--- src/slps_pkg.sv ---
// Package for the serial link parameter select block: offsets, fields, resets, timing
package slps_pkg;

   // Register byte offsets
   localparam logic [7:0] OFF_UART_MODE  = 8'h00;  // stored serial mode (working copy)
   localparam logic [7:0] OFF_NODE_ADDR  = 8'h04;  // stored node address (working copy)
   localparam logic [7:0] OFF_COMMAND    = 8'h08;  // write: save / restart strobes
   localparam logic [7:0] OFF_ACTIVE     = 8'h0C;  // read: parameters in force
   localparam logic [7:0] OFF_IRQ_STATUS = 8'h10;  // read: sticky events
   localparam logic [7:0] OFF_IRQ_CLEAR  = 8'h14;  // write one to clear
   localparam logic [7:0] OFF_IRQ_ENABLE = 8'h18;
   localparam logic [7:0] OFF_LINK_CTRL  = 8'h1C;  // bit0: comm timeout flag from firmware

   // Mode field positions
   localparam int MODE_BAUD_BIT   = 0;  // 1 = 9600 bps, 0 = 19200 bps
   localparam int MODE_PARITY_BIT = 1;  // 1 = even parity, 0 = none

   // Command bits
   localparam int CMD_SAVE_BIT    = 0;
   localparam int CMD_RESTART_BIT = 1;

   // Interrupt event bits
   localparam int IRQ_SAVED_BIT   = 0;
   localparam int IRQ_REJECT_BIT  = 1;
   localparam int IRQ_TIMEOUT_BIT = 2;
   localparam int IRQ_WIDTH       = 3;

   // Factory defaults
   localparam logic [7:0] NODE_ADDR_DEFAULT = 8'h0F;
   localparam logic [7:0] NODE_ADDR_MIN     = 8'h01;
   localparam logic [7:0] NODE_ADDR_MAX     = 8'hFE;
   localparam logic [1:0] MODE_DEFAULT      = 2'h0;  // 19200, no parity, 8 data bits

   localparam logic [3:0] DATA_BITS         = 4'h8;

   // Blink timing
   localparam int CLK_HZ         = 100_000_000;
   localparam int PERIOD_MS      = 2000;
   localparam int SHORT_BLINK_MS = 100;
   localparam int PERIOD_CYC     = CLK_HZ / 1000 * PERIOD_MS;
   localparam int SHORT_CYC      = CLK_HZ / 1000 * SHORT_BLINK_MS;
   localparam int ACT_MS         = 20;
   localparam int ACT_CYC        = CLK_HZ / 1000 * ACT_MS;

   typedef struct packed {
      logic       baud_9600;
      logic       parity_even;
      logic [7:0] node_addr;
   } slps_cfg_t;

   typedef enum logic [1:0] {
      SLPS_LOAD = 2'b00,
      SLPS_RUN  = 2'b01
   } slps_state_t;

endpackage : slps_pkg

--- src/slps_top.sv ---
// Serial link parameter selection, stored settings, status indication and APB registers
// Notes on behaviour
// - Active switch bank overrides stored settings
// - Stored settings used only when address switches zero
// - All switches off means stored settings
// - Defaults: 19200, 8 bits, no parity, 15
// - No-switch variants run 19200, no parity
// - Switch address weights 1, 2, 4, 8
// - Rate switch on 9600, off 19200
// - Parity switch off even, on none
// - Written address accepted only 1 to 254
// - New settings need save then restart
// - Save stores whole current configuration
// - Healthy link: short blink every 2 s
// - Timeout: 2 s lit, 2 s dark
// - TX and RX indicators blink on activity
// - Input indicator lit while input high
`timescale 1ns/1ps
module slps_top
   import slps_pkg::*;
#(
   parameter int  NUM_DI          = 8,
   parameter int  PERIOD_CYCLES   = slps_pkg::PERIOD_CYC,
   parameter int  SHORT_CYCLES    = slps_pkg::SHORT_CYC,
   parameter int  ACT_CYCLES      = slps_pkg::ACT_CYC,
   parameter bit  HAS_MODE_SW     = 1'b1
) (
   input  wire logic                    clk_i,
   input  wire logic                    reset_i,
   // APB slave
   input  wire logic                    psel_i,
   input  wire logic                    penable_i,
   input  wire logic                    pwrite_i,
   input  wire logic [7:0]              paddr_i,
   input  wire logic [31:0]             pwdata_i,
   output logic      [31:0]             prdata_o,
   output logic                         pready_o,
   output logic                         pslverr_o,
   // Switch bank and line activity
   input  wire logic [3:0]              sw_addr_i,
   input  wire logic                    sw_rate_i,
   input  wire logic                    sw_parity_i,
   input  wire logic                    tx_active_i,
   input  wire logic                    rx_active_i,
   input  wire logic [NUM_DI-1:0]       di_i,
   // Configuration in force and indicators
   output slps_pkg::slps_cfg_t          active_cfg_o,
   output logic                         cfg_from_sw_o,
   output logic                         run_led_o,
   output logic                         tx_led_o,
   output logic                         rx_led_o,
   output logic      [NUM_DI-1:0]       di_led_o,
   output logic                         irq_o
);
   import slps_pkg::*;

   typedef struct packed {
      slps_state_t          st;
      slps_cfg_t            work;     // register copy written by software
      slps_cfg_t            saved;    // stored copy written by save, survives restart
      slps_cfg_t            active;
      logic                 from_sw;
      logic                 timeout;
      logic [31:0]          blink_cnt;
      logic [31:0]          tx_cnt;
      logic [31:0]          rx_cnt;
      logic [NUM_DI-1:0]    di_led;
      logic [IRQ_WIDTH-1:0] irq_sts;
      logic [IRQ_WIDTH-1:0] irq_en;
      logic [31:0]          rdata;
   } slps_state_all_t;

   slps_state_all_t s_q;
   slps_state_all_t s_d;

   logic       acc;
   logic       wr;
   logic       mapped;
   logic [IRQ_WIDTH-1:0] ev;
   logic [1:0] cmd_hit;

   assign acc      = psel_i & penable_i;
   assign wr       = acc & pwrite_i;
   assign mapped   = (paddr_i[1:0] == 2'h0) && (paddr_i <= OFF_LINK_CTRL);

   always_comb begin
      s_d     = s_q;
      ev      = '0;
      cmd_hit = 2'h0;

      // Configuration loading happens only here, once per restart
      unique case (s_q.st)
         SLPS_LOAD: begin
            s_d.work = s_q.saved;
            if (sw_addr_i != 4'h0) begin
               s_d.active.node_addr = {4'h0, sw_addr_i};
               s_d.active.baud_9600   = HAS_MODE_SW ? sw_rate_i : 1'b0;
               s_d.active.parity_even = HAS_MODE_SW ? ~sw_parity_i : 1'b0;
               s_d.from_sw = 1'b0;
            end else begin
               s_d.active  = s_q.saved;
               if (!HAS_MODE_SW) begin
                  s_d.active.baud_9600   = 1'b0;
                  s_d.active.parity_even = 1'b0;
               end
               s_d.from_sw = 1'b1;
            end
            s_d.st = SLPS_RUN;
         end
         SLPS_RUN: begin
            s_d.st = SLPS_RUN;
         end
      endcase

      // Register writes
      if (wr && mapped) begin
         unique case (paddr_i)
            OFF_UART_MODE: begin
               s_d.work.baud_9600   = pwdata_i[MODE_BAUD_BIT];
               s_d.work.parity_even = pwdata_i[MODE_PARITY_BIT];
            end
            OFF_NODE_ADDR: begin
               if (pwdata_i >= 32'(NODE_ADDR_MIN) && pwdata_i <= 32'(NODE_ADDR_MAX)) begin
                  s_d.work.node_addr = pwdata_i[7:0];
               end else begin
                  ev[IRQ_REJECT_BIT] = 1'b1;
               end
            end
            OFF_COMMAND: begin
               if (pwdata_i[CMD_SAVE_BIT]) begin
                  s_d.saved = s_q.work;
                  ev[IRQ_SAVED_BIT] = 1'b1;
                  cmd_hit[0] = 1'b1;
               end
               if (pwdata_i[CMD_RESTART_BIT]) begin
                  s_d.st = SLPS_LOAD;
                  cmd_hit[1] = 1'b1;
               end
            end
            OFF_IRQ_CLEAR:  s_d.irq_sts = s_q.irq_sts & ~pwdata_i[IRQ_WIDTH-1:0];
            OFF_IRQ_ENABLE: s_d.irq_en  = pwdata_i[IRQ_WIDTH-1:0];
            OFF_LINK_CTRL: begin
               if (pwdata_i[0] && !s_q.timeout) begin
                  ev[IRQ_TIMEOUT_BIT] = 1'b1;
               end
               s_d.timeout = pwdata_i[0];
            end
            default: ;
         endcase
      end
      // A save in the same write as the restart reloads the fresh copy
      if (cmd_hit[0] && cmd_hit[1]) begin
         s_d.saved = s_q.work;
      end
      // Set wins over clear
      s_d.irq_sts = s_d.irq_sts | ev;

      // Read data, registered for the access cycle
      s_d.rdata = 32'h0000_0000;
      if (psel_i && !penable_i && !pwrite_i) begin
         unique case (paddr_i)
            OFF_UART_MODE:  s_d.rdata = {30'h0, s_q.work.parity_even, s_q.work.baud_9600};
            OFF_NODE_ADDR:  s_d.rdata = {24'h0, s_q.work.node_addr};
            OFF_ACTIVE:     s_d.rdata = {17'h0, s_q.from_sw, DATA_BITS,
                                         s_q.active.parity_even, s_q.active.baud_9600,
                                         s_q.active.node_addr};
            OFF_IRQ_STATUS: s_d.rdata = {29'h0, s_q.irq_sts};
            OFF_IRQ_ENABLE: s_d.rdata = {29'h0, s_q.irq_en};
            OFF_LINK_CTRL:  s_d.rdata = {31'h0, s_q.timeout};
            default:        s_d.rdata = 32'h0000_0000;
         endcase
      end

      // Run indicator period counter
      if (s_q.blink_cnt >= 32'(2 * PERIOD_CYCLES - 1)) begin
         s_d.blink_cnt = 32'h0000_0000;
      end else begin
         s_d.blink_cnt = s_q.blink_cnt + 32'h0000_0001;
      end

      // Activity stretch so short frames stay visible
      s_d.tx_cnt = tx_active_i ? 32'(ACT_CYCLES) :
                   (s_q.tx_cnt != 32'h0 ? s_q.tx_cnt - 32'h1 : 32'h0);
      s_d.rx_cnt = rx_active_i ? 32'(ACT_CYCLES) :
                   (s_q.rx_cnt != 32'h0 ? s_q.rx_cnt - 32'h1 : 32'h0);

      s_d.di_led = di_i;
   end

   always_ff @(posedge clk_i) begin
      if (reset_i) begin
         s_q.st        <= SLPS_LOAD;
         s_q.work      <= '{baud_9600: 1'b0, parity_even: 1'b0, node_addr: NODE_ADDR_DEFAULT};
         s_q.saved     <= '{baud_9600: MODE_DEFAULT[MODE_BAUD_BIT],
                            parity_even: MODE_DEFAULT[MODE_PARITY_BIT],
                            node_addr: NODE_ADDR_DEFAULT};
         s_q.active    <= '{baud_9600: 1'b0, parity_even: 1'b0, node_addr: NODE_ADDR_DEFAULT};
         s_q.from_sw   <= 1'b1;
         s_q.timeout   <= 1'b0;
         s_q.blink_cnt <= 32'h0000_0000;
         s_q.tx_cnt    <= 32'h0000_0000;
         s_q.rx_cnt    <= 32'h0000_0000;
         s_q.di_led    <= '0;
         s_q.irq_sts   <= '0;
         s_q.irq_en    <= '0;
         s_q.rdata     <= 32'h0000_0000;
      end else begin
         s_q <= s_d;
      end
   end

   assign prdata_o      = s_q.rdata;
   assign pready_o      = 1'b1;
   assign pslverr_o     = acc & ~mapped;
   assign active_cfg_o  = s_q.active;
   assign cfg_from_sw_o = s_q.from_sw;
   // Timeout: lit first half of a 4 s cycle; healthy: short pulse each 2 s
   assign run_led_o     = s_q.timeout ? (s_q.blink_cnt < 32'(PERIOD_CYCLES)) :
                          ((s_q.blink_cnt % 32'(PERIOD_CYCLES)) < 32'(SHORT_CYCLES));
   assign tx_led_o      = s_q.tx_cnt != 32'h0;
   assign rx_led_o      = s_q.rx_cnt != 32'h0;
   assign di_led_o      = s_q.di_led;
   assign irq_o         = |(s_q.irq_sts & s_q.irq_en);

endmodule // slps_top

--- config.mk ---
export PLATFORM = sky130hd
export DESIGN_NAME = slps_top
export DESIGN_NICKNAME = d
export VERILOG_FILES = /design/src/slps_pkg.sv /design/src/slps_top.sv
export SDC_FILE = /design/constraint.sdc
export NUM_CORES = 1
export LEC_CHECK = 0
export BUFFER_PORTS_ARGS = -buffer_cell sky130_fd_sc_hd__buf_2
export CAP_MARGIN = 20
export CORE_MARGIN = 5
export CORE_UTILIZATION = 30
export CTS_CLUSTER_SIZE = 30
export DETAILED_ROUTE_END_ITERATION = 7
export GPL_TIMING_DRIVEN = 0
export SETUP_SLACK_MARGIN = 0.4
export SYNTH_ARGS = -nofsm -noshare
export SYNTH_HDL_FRONTEND = slang
export SYNTH_SLANG_ARGS = --single-unit
--- constraint.sdc ---
create_clock -name clk_i -period 15.2 [get_ports clk_i]
set_input_delay 1.52 -clock clk_i [delete_from_list [all_inputs] [get_ports clk_i]]
set_output_delay 1.52 -clock clk_i [all_outputs]
set_load 0.05 [all_outputs]
## Word level (Yosys, flattened, before mapping)

Cells that the tools add are included.

| operators by class | value |
|---|---|
| $add $sub $neg | 3 |
| div/mod/pow operators | 1 |
| $lt $le $gt $ge | 6 |
| eq/ne operators | 8 |
| mux-type cells | 31 |
| bitwise gates (word level) | 12 |
| reductions and logical operators | 28 |

Operators with widths:

| cell | number |
|---|---|
| $pmux W15 S6 | 1 |
| $mux W21 | 4 |
| $reduce_bool A32 Y1 | 2 |
| $sub A32 B1 Y32 const B | 2 |
| $mux W10 | 4 |
| $add A32 B1 Y32 const B | 1 |
| $eq A8 B5 Y1 const B | 4 |
| $ge A32 B1 Y1 const B | 1 |
| $ge A32 B29 Y1 const B | 1 |
| $le A32 B8 Y1 const B | 1 |
| $lt A32 B24 Y1 const B | 1 |
| $lt A32 B28 Y1 const B | 1 |
| $mod A32 B28 Y32 const B | 1 |
| $mux W22 | 1 |
| $eq A8 B4 Y1 const B | 2 |
| $mux W8 | 2 |
| $mux W2 | 6 |
| $mux W11 | 1 |
| $mux W3 | 3 |
| $reduce_or A3 Y1 | 3 |
| $eq A8 B3 Y1 const B | 1 |
| $le A8 B5 Y1 const B | 1 |
| $logic_not A8 Y1 | 1 |
| $mux W1 | 8 |
| other kinds (15) | 36 |

| storage, ports and cells | value |
|---|---|
| bits in registers | 176 |
| bits of input ports | 61 |
| output and inout port bits | 57 |
| word-level logic and storage cells | 110 |

## Logic depth before layout (Yosys ltp)

| depth | value |
|---|---|
| depth in word-level cells | 7 |
| depth in mapped cells | 28 |

## Worst setup path before layout

OpenSTA, ideal clock, no wires.

| timing | value |
|---|---|
| path type | register to output |
| from | reg s_q[140] (netlist bit) |
| to | out run_led_o |
| arrival time | 7.068 ns |
| setup slack | 6.612 ns |
| cell stages (with the launch flop) | 24 |
| path buffers | 2 |
| cells stage by stage | dfxtp_1 -> buf_2 -> or3_1 -> or2_4 -> o21ai_4 -> a31oi_2 -> or4_1 -> o221a_1 -> a221o_1 -> a31o_2 -> nor4_4 -> nor3_2 -> buf_6 -> a31oi_2 -> mux2i_1 -> a31oi_2 -> o31ai_1 -> xnor2_1 -> nand3_1 -> o21ai_4 -> mux2i_1 -> a21oi_1 -> or4_1 -> a32oi_1 |

| between the ends | value |
|---|---|
| word-level cells in the longest chain between the ends | 3 |

Ends and longest elaborated chain:

| element | line | text |
|---|---|---|
| start, declared | slps_top.sv:73 | `slps_state_all_t s_q;` |
| $mod A32 B28 Y32 | slps_top.sv:219 | `((s_q.blink_cnt % 32'(PERIOD_CYCLES)) < 32'(SHORT_CYCLES));` |
| $lt A32 B24 Y1 | slps_top.sv:219 |  |
| $mux W1 (*) | slps_top.sv:218 | `assign run_led_o = s_q.timeout ? (s_q.blink_cnt < 32'(PERIOD_CYCLES)) :` |
| end, declared | slps_top.sv:49 | `output logic run_led_o,` |

Mark *: on every way between the ends. The rest lies on a longest branch, timed or not.

## Worst setup path in the final report

| timing | value |
|---|---|
| from | reg s_q[126] (netlist bit) |
| to | out run_led_o |

Same word-level chain as after synthesis.

==> summary.md <==
| Metric | Value |
|---|---|
| Num rows | `67` |
| PortBufs | `92` |
| Min Tclk post-route | `about 10 ns` |
| Reg2Reg Launch Point | `s_q[83]$_SDFF_PP0_` |
| Met1 Resource Use GR | `20.1%` |
| CTS tree | `built` |
| DRT Pass-1 Iters | `5` |
| Fin nets | `1524` |
| Mean post-synth cell area | `7.68 sq um` |
| Kind of cell adding the most delay to the critical path | `compound AO/OA/AOI/OAI gates` |
| Post-CTS setup repair buffer count | `0` |
| Yosys reg bits | `155` |
| Largest net degree at the start of global routing | `17` |
| Final Util | `35.4%` |
| Vias/cell | `5.04` |
| WL/cell | `between 10 and 15 um` |
| Routed Antenna Nets | `0` |
| Clock sinks | `~160` |
| Met2 Use GR | `23.3%` |
| Register Area | `0.00310 sq mm` |
| CTS max path bufs | `2` |
| P_int | `roughly 0.73 mW` |
| Dpl cells | `~1.9k` |
| Worst Tran Pin Value | `0.820 ns` |
| Psw | `~0.31 mW` |
| Max Clk Rate | `97.5 MHz` |
| Grt total ovfl | `0` |
| Layout Skew | `0.00894 ns` |
| Setup repair after global routing missed its margin | `no` |
| Comb pwr share | `between 10% and 20%` |
| Cts hold-fix bufs | `0` |
| Final max-slew violation count | `0` |
| Most frequent cells in the layout | `214 x nor2_1, 155 x dfxtp_1, 102 x buf_2` |
| Multi-input logic area | `0.00640 sq mm` |
| Total CTS buffers | `17` |
| Fillers | `3536` |
| Initial detailed-routing violation count | `662` |
| Reg-to-reg endpoint | `s_q[83]$_SDFF_PP0_` |
| Slew HR | `44.6%` |
| Slowest CP cell | `a2bb2oi_1` |
| Post-synth top flop | `dfxtp_1` |
| GRT Resource Usage Total | `between 10% and 20%` |
| Status | `finished, final reports clean` |
| Met3 Use GR | `under 10%` |
| Cell mode on critical path | `nor3_1` |
| Crit path capture | `run_led_o` |
| Setup crit end kind | `output port` |
| Max incr delay on CP | `0.63 ns` |
| Die area | `0.0377 sq mm` |
| Crit path required time | `13.68 ns` |
| Diode count | `0` |
| Mapped Cells | `1326` |
| P&R area growth vs syn | `16.6%` |
| CP bufs+invs | `4` |
| Worst hold path type | `reg -> reg` |
| Final hold vios | `0` |
| Crit. Startpoint | `s_q[126]$_SDFF_PP0_` |
| # DRC | `0` |
| Share of layout cells above drive strength 1 | `15.5%` |
| Most common cell after layout, fill and taps aside | `nor2_1` |
| Worst Path Arrival | `8.73 ns` |
| Placed instance area | `0.0113 sq mm` |
| Netlist cell types | `87` |
| RePlAce Congestion | `0.883` |
| CP Launch Type | `flop` |
| H-tree Lvls | `4` |
| Reg2reg setup slack | `about 11 ns` |
| # setup viols final | `0` |
| Switching share of power | `29.7%` |
| First-pass GRT wire length | `46600 um` |
| Sequential fraction of design power | `41.4%` |
| Core Footprint | `0.0335 sq mm` |
| Final worst slack | `4.95 ns` |
| Setup TNS | `0 ns` |
| Ports | `around 120` |
| Drt total wl | `28200 um` |
| Worst-Skew Late Latency | `0.42 ns` |
| Register-to-Register Path Depth | `11` |
| Die X | `194 um` |
| Period utilization | `between 60% and 70%` |
| Vias in the first global route | `slightly above 9k` |
| Instance count on the critical path | `25` |
| Clk pwr share | `39.6%` |
| Initial Utilization | `a little under a third` |
| Initial antenna violation count | `1` |
| Cell area after layout | `0.0119 sq mm` |
| MaxCap Viol Count | `0` |
| Crit-path max FO | `10` |
| CP Class | `reg -> out` |
| Resized Gates After CTS | `0` |
| Die height | `roughly 190 um` |
| Register area share after synthesis | `a little under a third` |
| Final cell count without fillers | `1920` |
| Async SR Flop Fraction | `0%` |
| Total number of yosys warnings | `0` |
| Dpl ws | `5.55 ns` |
| Cell Area, Synth | `roughly 0.010 sq mm` |
| EDFF count, synth | `0` |
| Pwr Density | `88.0 mW/mm^2` |
| HPWL after detailed placement | `about 22000 um` |
| Clock-pin slew on the worst setup and hold paths | `0.07 ns` |
| Via count of the routed design | `9686` |
| P_leak | `4.62 nW` |
| VDD IR-drop max | `66.3 uV` |
| GRT busiest layer | `met2` |
| CTS root buf | `clkbuf_16` |
[power groups by stage]
stage | Sequential, mW | Clock (mW) | Combinational [mW]
finish | 0.432 | 0.414 | 0.198
global route | 0.434 | 0.444 | 0.219
CTS | 0.432 | 0.423 | 0.198
detailed placement | 0.441 | 0 | 0.196
global placement | 0.441 | 0 | 0.194
floorplan | 0.439 | 0 | 0.155
[cells in the mapped netlist (all sizes together), types with 24 or more instances]
master	instances	area share, %
clkbuf	54	2.0
nand3	44	2.2
buf	65	4.5
inv	26	0.96
xor2	40	3.4
xnor2	86	7.4
nor2	214	7.9
nor4	31	2.1
nor3	43	2.2
a21oi	78	3.9
dfxtp	155	30
nand2	91	3.4
mux2i	24	2.4
o21ai	48	2.6
[stage by stage]
step | power [mW] | hold WS (ns)
floorplan | 0.594 | 0.407
CTS | 1.05 | 0.441
global placement | 0.635 | 0.424
global route | 1.10 | 0.503
finish | 1.04 | 0.435
detailed placement | 0.638 | 0.429
[cell type report]
cell class              count  share of cell area (%)
inverters                  26                   0.822
clock buffers              19                    3.81
multi-input cells        1048                    53.9
well taps                 448                    4.72
plain buffers             119                    5.57
clock inverters            13                    1.11
repair buffers             92                    3.88
flip-flops and latches    155                    26.1
[worst min path at each step]
stage	slack [ns]	end	cells past startpoint	start
floorplan	0.41	s_q[78]$_SDFF_PP0_	1	s_q[78]$_SDFF_PP0_
global placement	0.42	s_q[78]$_SDFF_PP0_	1	s_q[78]$_SDFF_PP0_
detailed placement	0.43	s_q[78]$_SDFF_PP0_	1	s_q[78]$_SDFF_PP0_
CTS	0.44	s_q[78]$_SDFF_PP0_	1	s_q[78]$_SDFF_PP0_
global route	0.50	s_q[101]$_SDFF_PP0_	2	s_q[101]$_SDFF_PP0_
finish	0.44	s_q[78]$_SDFF_PP0_	1	s_q[78]$_SDFF_PP0_
[layer usage]
layer	up-vias	wire, um	share of wire, %
li1	4921	-	-
met1	4471	13700	48
met2	260	12600	45
met3	32	1470	5.2
met4	2	409	1.4
met5	-	13	0.046
[sequential cells by signal (all words and copies together), names as in the netlist]
signal	flops
s_q	124
di_led_o	8
cfg_from_sw_o	1
prdata_o	12
active_cfg_o	10
[cell families after synthesis]
| kind of cell | share of synthesized area, % |
|---|---|
| AOI/OAI and AO/OA | 19.6 |
| xor gates and xnor gates | 10.8 |
| adders and majority gates | 0.590 |
| buffers and inverters | 7.46 |
| DFF | 30.5 |
| muxes | 2.80 |
| other | 0.0737 |
| and+or+nand+nor | 28.2 |
(Power assumes the default switching activity.)
